--- src/include/bcs_pkg.sv ---
package bcs_pkg;

   // ==========================================================
   // Region bases and sizes.
   localparam logic [31:0] VGA_LOW_BASE = 32'h000c0000;
   localparam logic [31:0] VGA_HIGH_BASE = 32'h000c4000;
   localparam logic [31:0] CONV_LOW_BASE = 32'h000e0000;
   localparam logic [31:0] CONV_HIGH_BASE = 32'h000f0000;
   localparam logic [31:0] ALIAS_16M_HIGH_BASE = 32'h00ff0000;
   localparam logic [31:0] ALIAS_4GM1_LOW_BASE = 32'hffee0000;
   localparam logic [31:0] ALIAS_4GM1_HIGH_BASE = 32'hffef0000;
   localparam logic [31:0] ENL_BASE = 32'hfff80000;
   localparam logic [31:0] ENL_LAST = 32'hfffdffff;
   localparam logic [31:0] ALIAS_4G_LOW_BASE = 32'hfffe0000;
   localparam logic [31:0] ALIAS_4G_HIGH_BASE = 32'hffff0000;
   localparam logic [31:0] LOW_REGION_SIZE = 32'h00004000;
   localparam logic [31:0] HIGH_REGION_SIZE = 32'h00010000;
   localparam int LOW_REGIONS = 4;

   // ==========================================================
   // Bit positions of the second chip select register.
   localparam int CSB_LOW_VGA_EN = 0;
   localparam int CSB_HIGH_VGA_EN = 1;
   localparam int CSB_ALIAS_4GM1_EN = 2;
   localparam int CSB_ALIAS_4G_EN = 3;
   localparam int CSB_ALIAS_16M_EN = 4;
   localparam int CSB_ENL_EN = 5;
   localparam logic [7:0] CSB_RESET = 8'h00;

   // Bit positions of the first chip select register.
   localparam int CSA_HIGH_EN = 4;
   localparam logic [7:0] CSA_RESET = 8'h00;

   // ==========================================================
   // Decoded address spaces.
   typedef enum logic [2:0] {
      SPACE_NONE, SPACE_BIOS, SPACE_INT_IO, SPACE_CONFIG, SPACE_XBUS, SPACE_APIC
   } bcs_space_t;

   typedef struct packed {
      logic valid;
      logic eisa_master;
      logic mem_cycle;
      logic [31:2] la;
      logic [3:0] be_n;
      logic [1:0] sa;
      logic shbe_n;
   } bcs_cycle_t;

   typedef struct packed {
      logic int_io;
      logic config_sp;
      logic xbus;
      logic apic;
   } bcs_other_hit_t;

endpackage : bcs_pkg

--- src/core/bcs_decoder.sv ---
`timescale 1ns/1ps
// Overview of operation
// EISA cycles decode from LA and byte enables
// ISA cycles decode from LA, SA, SHBE; the address is formed from LA and SA only, SHBE is not used
// Classify cycle into five address spaces
// Assert BIOS chip select for BIOS space
// Four 16K low regions, one 64K high
// Conventional regions need their own enable bit
// Alias at 16M, 4G-1M and 4G
// Aliases also need second register enable
// Decode low and high VGA BIOS regions
// VGA enables alias to low regions 1, 2
// Enlarged BIOS window FFF80000h to FFFDFFFFh
// Enlarged BIOS needs bit 5 enable
// Latch location strap at end of reset
// Strap steers X-Bus transceivers on BIOS access
// Alias range bases and combined enables
// Deassert for I/O, unmapped, disabled regions
module bcs_decoder
   import bcs_pkg::*;
(
   // Clock and reset.
   input wire logic clock,
   input wire logic rst_n,
   // Bus cycle from the current master.
   input wire bcs_cycle_t cycle,
   // Hits from the other decoders of the device.
   input wire bcs_other_hit_t other_hit,
   // Configuration bits.
   input wire logic [7:0] bios_cs_a,
   input wire logic [7:0] bios_cs_b,
   // Strap pin.
   input wire logic bios_location_strap_n,
   // Outputs.
   output logic bios_chip_select_n,
   output bcs_space_t space,
   output logic [31:0] byte_addr,
   output logic bios_on_xbus,
   output logic xbus_xcvr_en_n,
   output logic xbus_xcvr_dir
);

   // ==========================================================
   // Address forming.
   logic [1:0] low_bits;
   logic [31:0] addr;

   always_comb begin
      if (cycle.eisa_master) begin
         // Lowest active byte enable gives the low address bits.
         casez (cycle.be_n)
            4'b???0: low_bits = 2'h0;
            4'b??01: low_bits = 2'h1;
            4'b?011: low_bits = 2'h2;
            4'b0111: low_bits = 2'h3;
            default: low_bits = 2'h0;
         endcase
      end else begin
         // SHBE is part of the cycle width only; SA gives the offset.
         low_bits = cycle.sa;
      end
   end

   assign addr = {cycle.la, low_bits};

   // ==========================================================
   // Region hits.
   function automatic logic in_win(input logic [31:0] a, input logic [31:0] base, input logic [31:0] size);
      in_win = (a >= base) && (a <= base + (size - 32'h1));
   endfunction : in_win

   logic alias_4gm1_en;
   logic alias_4g_en;
   logic alias_16m_en;
   logic [LOW_REGIONS-1:0] conv_low_hit;
   logic [LOW_REGIONS-1:0] alias_4gm1_low_hit;
   logic [LOW_REGIONS-1:0] alias_4g_low_hit;
   logic [LOW_REGIONS-1:0] low_hit;

   // Each alias location has one enable shared by every region that it carries.
   assign alias_4gm1_en = bios_cs_b[CSB_ALIAS_4GM1_EN];
   assign alias_4g_en = bios_cs_b[CSB_ALIAS_4G_EN];
   assign alias_16m_en = bios_cs_b[CSB_ALIAS_16M_EN];

   genvar gi;
   generate
      for (gi = 0; gi < LOW_REGIONS; gi++) begin : g_low
         localparam logic [31:0] OFS = LOW_REGION_SIZE * gi;
         logic region_en;
         assign region_en = bios_cs_a[gi];
         assign conv_low_hit[gi] = in_win(addr, CONV_LOW_BASE + OFS, LOW_REGION_SIZE) && region_en;
         assign alias_4gm1_low_hit[gi] = in_win(addr, ALIAS_4GM1_LOW_BASE + OFS, LOW_REGION_SIZE)
            && region_en && alias_4gm1_en;
         assign alias_4g_low_hit[gi] = in_win(addr, ALIAS_4G_LOW_BASE + OFS, LOW_REGION_SIZE)
            && region_en && alias_4g_en;
         assign low_hit[gi] = conv_low_hit[gi] || alias_4gm1_low_hit[gi] || alias_4g_low_hit[gi];
      end
   endgenerate

   // ==========================================================
   // High region and its aliases.
   logic high_en;
   logic conv_high_hit;
   logic alias_16m_high_hit;
   logic alias_4gm1_high_hit;
   logic alias_4g_high_hit;
   logic high_hit;

   assign high_en = bios_cs_a[CSA_HIGH_EN];

   // The 16M alias carries the high region only, so it has no low terms.
   assign conv_high_hit = in_win(addr, CONV_HIGH_BASE, HIGH_REGION_SIZE) && high_en;
   assign alias_16m_high_hit = in_win(addr, ALIAS_16M_HIGH_BASE, HIGH_REGION_SIZE) && high_en
      && alias_16m_en;
   assign alias_4gm1_high_hit = in_win(addr, ALIAS_4GM1_HIGH_BASE, HIGH_REGION_SIZE) && high_en
      && alias_4gm1_en;
   assign alias_4g_high_hit = in_win(addr, ALIAS_4G_HIGH_BASE, HIGH_REGION_SIZE) && high_en
      && alias_4g_en;
   assign high_hit = conv_high_hit || alias_16m_high_hit || alias_4gm1_high_hit || alias_4g_high_hit;

   // ==========================================================
   // VGA and enlarged windows.
   logic vga_low_hit;
   logic vga_high_hit;
   logic vga_hit;
   logic enl_hit;

   // VGA windows alias onto low regions 1 and 2 and need only their own enable.
   assign vga_low_hit = in_win(addr, VGA_LOW_BASE, LOW_REGION_SIZE) && bios_cs_b[CSB_LOW_VGA_EN];
   assign vga_high_hit = in_win(addr, VGA_HIGH_BASE, LOW_REGION_SIZE) && bios_cs_b[CSB_HIGH_VGA_EN];
   assign vga_hit = vga_low_hit || vga_high_hit;

   assign enl_hit = (addr >= ENL_BASE) && (addr <= ENL_LAST) && bios_cs_b[CSB_ENL_EN];

   // ==========================================================
   // Cycle qualifiers.
   logic mem_access;
   logic io_access;
   logic bios_hit;

   assign mem_access = cycle.valid && cycle.mem_cycle;
   assign io_access = cycle.valid && !cycle.mem_cycle;

   // An I/O cycle never selects BIOS, whatever address it carries.
   assign bios_hit = mem_access && ((|low_hit) || high_hit || vga_hit || enl_hit);

   // ==========================================================
   // Space classification, registered.
   bcs_space_t next_space;

   always_comb begin
      next_space = SPACE_NONE;
      if (bios_hit) begin
         next_space = SPACE_BIOS;
      end else if (io_access && other_hit.int_io) begin
         next_space = SPACE_INT_IO;
      end else if (io_access && other_hit.config_sp) begin
         next_space = SPACE_CONFIG;
      end else if (cycle.valid && other_hit.xbus) begin
         next_space = SPACE_XBUS;
      end else if (mem_access && other_hit.apic) begin
         next_space = SPACE_APIC;
      end
   end

   always_ff @(posedge clock or negedge rst_n) begin
      if (!rst_n) begin
         space <= SPACE_NONE;
      end else begin
         space <= next_space;
      end
   end

   // ==========================================================
   // Formed address, registered.
   always_ff @(posedge clock or negedge rst_n) begin
      if (!rst_n) begin
         byte_addr <= 32'h0;
      end else begin
         byte_addr <= addr;
      end
   end

   // ==========================================================
   // Chip select, registered.
   always_ff @(posedge clock or negedge rst_n) begin
      if (!rst_n) begin
         bios_chip_select_n <= 1'b1;
      end else begin
         bios_chip_select_n <= !bios_hit;
      end
   end

   // ==========================================================
   // Strap latch.
   bcs_strap_latch u_strap (
      .clock(clock),
      .rst_n(rst_n),
      .bios_location_strap_n(bios_location_strap_n),
      .bios_on_xbus(bios_on_xbus)
   );

   // ==========================================================
   // X-Bus transceiver control.
   logic next_xcvr_en_n;
   logic next_xcvr_dir;

   // The transceiver opens only for a BIOS on the X-Bus; a BIOS on the ISA bus leaves it shut.
   assign next_xcvr_en_n = !(bios_hit && bios_on_xbus);
   // Direction points toward the system bus while the X-Bus BIOS is accessed.
   assign next_xcvr_dir = bios_hit && bios_on_xbus;

   always_ff @(posedge clock or negedge rst_n) begin
      if (!rst_n) begin
         xbus_xcvr_en_n <= 1'b1;
      end else begin
         xbus_xcvr_en_n <= next_xcvr_en_n;
      end
   end

   always_ff @(posedge clock or negedge rst_n) begin
      if (!rst_n) begin
         xbus_xcvr_dir <= 1'b0;
      end else begin
         xbus_xcvr_dir <= next_xcvr_dir;
      end
   end

endmodule : bcs_decoder

--- src/core/bcs_strap_latch.sv ---
`timescale 1ns/1ps
module bcs_strap_latch
   import bcs_pkg::*;
(
   // Clock and reset.
   input wire logic clock,
   input wire logic rst_n,
   // Strap pin.
   input wire logic bios_location_strap_n,
   // Latched location, 1 for X-Bus.
   output logic bios_on_xbus
);

   logic [2:0] sync;
   logic [2:0] filled;
   logic armed;

   always_ff @(posedge clock or negedge rst_n) begin
      if (!rst_n) begin
         sync <= 3'h0;
      end else begin
         sync <= {sync[1:0], bios_location_strap_n};
      end
   end

   // Marks the sync stages that hold a pin sample rather than their reset value.
   always_ff @(posedge clock or negedge rst_n) begin
      if (!rst_n) begin
         filled <= 3'h0;
      end else begin
         filled <= {filled[1:0], 1'b1};
      end
   end

   // Sample once, as soon as both late stages hold the pin and agree.
   always_ff @(posedge clock or negedge rst_n) begin
      if (!rst_n) begin
         armed <= 1'b1;
         bios_on_xbus <= 1'b0;
      end else if (armed && filled[2] && (sync[2] == sync[1])) begin
         armed <= 1'b0;
         bios_on_xbus <= sync[2];
      end
   end

endmodule : bcs_strap_latch

--- config.mk ---
export PLATFORM = sky130hd
export DESIGN_NAME = bcs_decoder
export DESIGN_NICKNAME = d
export VERILOG_FILES = /design/src/include/bcs_pkg.sv /design/src/core/bcs_decoder.sv /design/src/core/bcs_strap_latch.sv
export SDC_FILE = /design/constraint.sdc
export NUM_CORES = 1
export LEC_CHECK = 0
export ABC_CLOCK_PERIOD_IN_PS = 1240
export BUFFER_PORTS_ARGS = -buffer_cell sky130_fd_sc_hd__buf_2
export CELL_PAD_IN_SITES_DETAIL_PLACEMENT = 1
export CELL_PAD_IN_SITES_GLOBAL_PLACEMENT = 1
export CORE_MARGIN = 4
export CORE_UTILIZATION = 31
export CTS_CLUSTER_DIAMETER = 40
export DETAILED_ROUTE_END_ITERATION = 8
export PLACE_DENSITY = 0.83
export SLEW_MARGIN = 10
export SYNTH_ARGS = -nofsm -noshare
export SYNTH_HDL_FRONTEND = slang
export SYNTH_SLANG_ARGS = --single-unit
--- constraint.sdc ---
create_clock -name clock -period 1.24 [get_ports clock]
set_input_delay 0.062 -clock clock [delete_from_list [all_inputs] [get_ports clock]]
set_output_delay 0.062 -clock clock [all_outputs]
set_load 0.05 [all_outputs]
## After elaboration in Yosys (flattened, before gate mapping)

Cells that the tools add are included.

- Bits in registers: 46
- Bits of input ports: 63
- Output and inout bits: 39
- Word-level logic and storage cells: 136

- Magnitude comparators: 38
- Equal/unequal tests: 4
- Multiplexer cells: 7
- Reduce and logical (&&, ||, !) cells: 78

Operators with widths:

| operator | count |
|---|---|
| $ge A32 B32 Y1 const B | 11 |
| $le A32 B32 Y1 const B | 11 |
| $ge A32 B20 Y1 const B | 7 |
| $le A32 B20 Y1 const B | 7 |
| $logic_and A1 B1 Y1 | 59 |
| $ge A32 B24 Y1 const B | 1 |
| $le A32 B24 Y1 const B | 1 |
| $logic_or A1 B1 Y1 | 15 |
| $mux W3 | 5 |
| $pmux W2 S3 | 1 |
| $eq A4 B3 Y1 const B | 1 |
| $reduce_or A4 Y1 | 1 |
| $eq A3 B2 Y1 const B | 1 |
| $logic_not A1 Y1 | 3 |
| $eq A2 B1 Y1 const B | 1 |
| $mux W2 | 1 |
| $eq A1 B1 Y1 | 1 |

## Longest topological paths before layout

- Word-level depth: 16
- Depth in mapped cells: 5

## Cells and area by module

Synthesis repeated with hierarchy kept, for this count alone.

- Cell total of the unflattened synthesis: 110
- Area, all modules: 1,562.7 um^2

By module, submodules not included:

| module | times used | cells each | area an instance (um^2) | seq. area each (um^2) |
|---|---|---|---|---|
| bcs_decoder | 1 | 95 | 1,316.3 | 953.4 |
| bcs_strap_latch | 1 | 15 | 246.5 | 201.4 |

## Worst setup path before layout

Ideal clock, no wire load.

- Path type: input to register
- Start: input cycle[28] (netlist name)
- End: register space[0]
- Arrival time: 1,461 ps
- Required time: 1,173 ps
- Slack: -289 ps
- Stages: 5
- Buffers on the path: 0
- Cell sequence: or4_4 nor3_4 a31oi_1 o311ai_2 o221a_1

- Word-level cells in the longest chain between the ends: 12

Ends and longest elaborated chain:

| what | line | text |
|---|---|---|
| start, declared | bcs_decoder.sv:26 | `input wire bcs_cycle_t cycle,` |
| $ge A32 B32 Y1, or another cell as far along | bcs_decoder.sv:69 | `in_win = (a >= base) && (a <= base + (size - 32'h1));` |
| $logic_and A1 B1 Y1 | bcs_decoder.sv:69 |  |
| $logic_and A1 B1 Y1 (on tied branches) | bcs_decoder.sv:93, bcs_decoder.sv:113 |  |
| $logic_and A1 B1 Y1 (on tied branches) | bcs_decoder.sv:93, bcs_decoder.sv:114 |  |
| $logic_or A1 B1 Y1 (on tied branches) (2 in series) | bcs_decoder.sv:96, bcs_decoder.sv:119 |  |
| $reduce_or A4 Y1 / $logic_or A1 B1 Y1 (equally long branches) | bcs_decoder.sv:145, bcs_decoder.sv:119 |  |
| $logic_or A1 B1 Y1 (2 in series) | bcs_decoder.sv:145 | `assign bios_hit = mem_access && ((\|low_hit) \|\| high_hit \|\| vga_hit \|\| enl_hit);` |
| $logic_or A1 B1 Y1 (*) | bcs_decoder.sv:145 |  |
| $logic_and A1 B1 Y1 (*) | bcs_decoder.sv:145 |  |
| $mux W3 (*) | bcs_decoder.sv:153 | `if (bios_hit) begin` |
| net next_space[0] | bcs_decoder.sv:149 | `bcs_space_t next_space;` |
| end signal, assigned | bcs_decoder.sv:170 | `space <= next_space;` |
| end, declared | bcs_decoder.sv:36 | `output bcs_space_t space,` |

The timed path passes the listed nets; every way through them passes the cells marked *.
A chain may end at the register's enable or synchronous reset.

## Final worst setup path

- Start: input cycle[22] (netlist name)
- End: register space[0]

Same word-level chain as after synthesis.

==> results.md <==
- Outcome: complete, but fails checks
- Violated checks: setup timing
- Gr usage total: 0.239
- Hold Crit Class: input pin to flip-flop
- Crit path kind: input pin to flip-flop
- Clk pin slew, worst setup/hold paths: 100 ps
- Ports: 102
- Crit path DAT: 1720 ps
- Cell Pwr Density: 1140 nW/um^2
- Remaining DRCs: 0
- DRT Pass-1 Iters: 4
- Final ANT Viol Nets: 0
- Mapped cell area: 1640 um^2
- Max stage delay on crit path: 630 ps
- CP top delay family: compound AO/OA/AOI/OAI gates
- DR iter-0 viols: 73
- Layout cells sized above 1: 0.480
- # port buffers: 95
- TritonCTS buffer count: 5
- CTS tree: done
- Slew @ Worst Pin: 674 ps
- Max Cap Violations: 0
- Final setup fails: 5
- Initial core utilization: 0.321
- Final worst setup slack: -276 ps
- Filler instances: 586
- Std cell rows: 26
- P&R area growth vs syn: 76.2%
- Mapped Avg Cell Area: 13.5 um^2
- Crit share post-route: 1.22
- Routed vias: 1787
- Max Transition Viols Final: 0
- Total clock sinks: 46
- Ys Warns: 0
- Syn Nets: 184
- Die Y: 80.7 um
- Main area contributors after synthesis: dfrtp_1 66%, dfstp_2 4.8%, nand3_1 2.1%, o21ai_0 2.1%, nor2_1 1.6%
- Avg WL per Cell: 21.7 um
- Placer congestion estimate: 0.811
- Largest net degree at the start of global routing: 47
- Worst-path fanout max: 4
- Grt total ovfl: 0
- CP Data Required Time: 1440 ps
- CTS max path bufs: 2
- Avg Vias per Cell: 5.09
- Cell taking the most area after synthesis: dfrtp_1
- Max IR drop VDD: 0.466 mV
- Die area: 6510 um^2
- Vias in the first global route: 1888
- # Post-CTS Setup Buffers: 0
- Clock Latency Late Sink: 310 ps
- Fmax: 0.660 GHz
- Fin. Hold Viols: 0
- Final Skew: 4.62 ps
- Worst path cell trace: buf_2 > buf_4 > nand3_1 > nor2_1 > o311ai_1 > o311ai_4 > o221a_1
- Register area share after synthesis: 0.705
- Worst path slowest cell: o311ai_1
- Nets@finish: 341
- Final wirelength: 7630 um
- FF+latch area: 1150 um^2
- Chip width: 80.7 um
- Leak pwr: 1.42 nW
- RSZ-0062 raised after global routing: true
- H-tree levels: 2
- Final min period: 1520 ps
- Post-route cell area: 2890 um^2
- Syn Inst Count: 121
- Top-area cell type share of the netlist area: 0.657
- Yosys reg bits: 46
- Rel. slew slack: 0.543
- Placed Area: 2360 um^2
- Cell Count, Final, Fillers Out: 351
- Unique masters post-synth: 37
- Sum of net half-perimeters after detailed placement: 4410 um
- Startpoint types: input pin
- CP Capture Type: flip-flop
- Initial antenna violation count: 2
- Multi-input gate area: 498 um^2
- Clk root buf: clkbuf_8
- First-pass GRT wire length: 11000 um
- Core area: 5110 um^2
- CP bufs+invs: 2
- DP Cell Count: 305
placed cells by master, fill, tap and decap left out, types with 3 or more instances in the layout:
master	n
a21oi_1	3
buf_2	89
buf_4	18
buf_6	5
clkbuf_8	5
dfrtp_1	43
dfstp_2	3
dlygate4sd3_1	36
inv_1	4
nand2_1	6
nand3_1	7
nand4_1	4
nor2_1	7
nor3_1	3
o21ai_0	7
or4_4	3
registers in the layout (all words and copies together) (netlist names):
name and count:
xbus_xcvr_en_n 1, byte_addr 32, u_strap.sync 3, u_strap.filled 3, xbus_xcvr_dir 1, u_strap.bios_on_xbus 1
u_strap.armed 1, space 3, bios_chip_select_n 1
through the flow:
stage	hold slack, ps	utilization	setup slack, ps	total power [mW]	setup TNS (ps)
2_1_floorplan	-234	-	-286	1.90	-992
3_3_place_gp	54.3	0.461	-476	2.16	-2120
3_5_place_dp	71.7	0.461	-615	2.19	-2710
4_1_cts	4.14	0.548	-222	3.22	-799
5_1_grt	17.5	0.565	-299	3.42	-1120
6_report	4.39	0.565	-276	3.30	-965
metal layers:
metal  global-route usage  up-vias  part of all wire
met2                0.472       79              0.57
met1                0.232      918              0.34
met4                0.106        0             0.045
met5                    0        -                 0
li1                     -      763                 -
met3               0.0527       27             0.047
final timing paths:
path                                             start                          end  slack (ps)  cells after the start
min in group asynchronous                        rst_n      byte_addr[13]$_DFF_PN0_         260                      3
max in group asynchronous                        rst_n    u_strap.armed$_DFFE_PN1P_         690                      3
hold reg to reg            u_strap.filled[1]$_DFF_PN0_  u_strap.filled[2]$_DFF_PN0_         390                      0
hold / removal                                cycle[1]       byte_addr[0]$_DFF_PN0_           4                      3
setup reg to reg             u_strap.sync[1]$_DFF_PN0_    u_strap.armed$_DFFE_PN1P_         270                      2
setup / recovery                             cycle[22]           space[0]$_DFF_PN0_        -280                      7
worst register-to-register path: cells and delay by family (launching register included):
| kind | cells | cell delay, ps |
|---|---|---|
| AO/OA/AOI/OAI | 1 | 260 |
| XOR/XNOR | 1 | 160 |
| flip-flops | 1 | 450 |
area by class of cell:
class | instances | share of cell area
repair buffers | 150 | 0.358
flip-flops and latches | 46 | 0.400
multi-input cells | 71 | 0.173
inverters | 4 | 0.00520
clock inverters | 3 | 0.00867
well taps | 70 | 0.0303
diodes | 2 | 0.00173
clock buffers | 5 | 0.0238
Yosys cell counts, drive strengths merged:
cell and count:
dfrtp 43, o21ai 8, nand3 7, nor2 7, nand2 6, a21oi 4
inv 4, nand4 4, nor3 4, dfstp 3, o311ai 3, or4 3
a31oi 2, and4 2, mux2i 2, nand3b 2, nand4b 2, a21boi 1
a32oi 1, a41o 1, a41oi 1, conb 1, mux2 1, nor2b 1
nor3b 1, nor4 1, o2111ai 1, o211ai 1, o221a 1, or3 1
or3b 1, xnor2 1
what timing repair did:
item	in CTS	in global routing
gates resized for setup	6	8
endpoints found under the hold margin	76	4
pin swaps	7	6
setup endpoints to repair	5	5
hold buffers	31	5
report_power, final:
part / internal (mW) / leakage [nW] / switching, mW
sequential: 1.57 / 0.543 / 0.0297
combinational: 0.262 / 0.828 / 0.434
clock: 0.408 / 0.0448 / 0.595
cell families after synthesis:
family                    count (synthesis)  synth area share
AOI/OAI and AO/OA                        24             0.103
DFF                                      46             0.705
other                                     1           0.00229
muxes                                     3            0.0191
xor gates and xnor gates                  1           0.00535
buffers and inverters                     4           0.00916
and+or+nand+nor                          42             0.156
(Power assumes the default switching activity.)
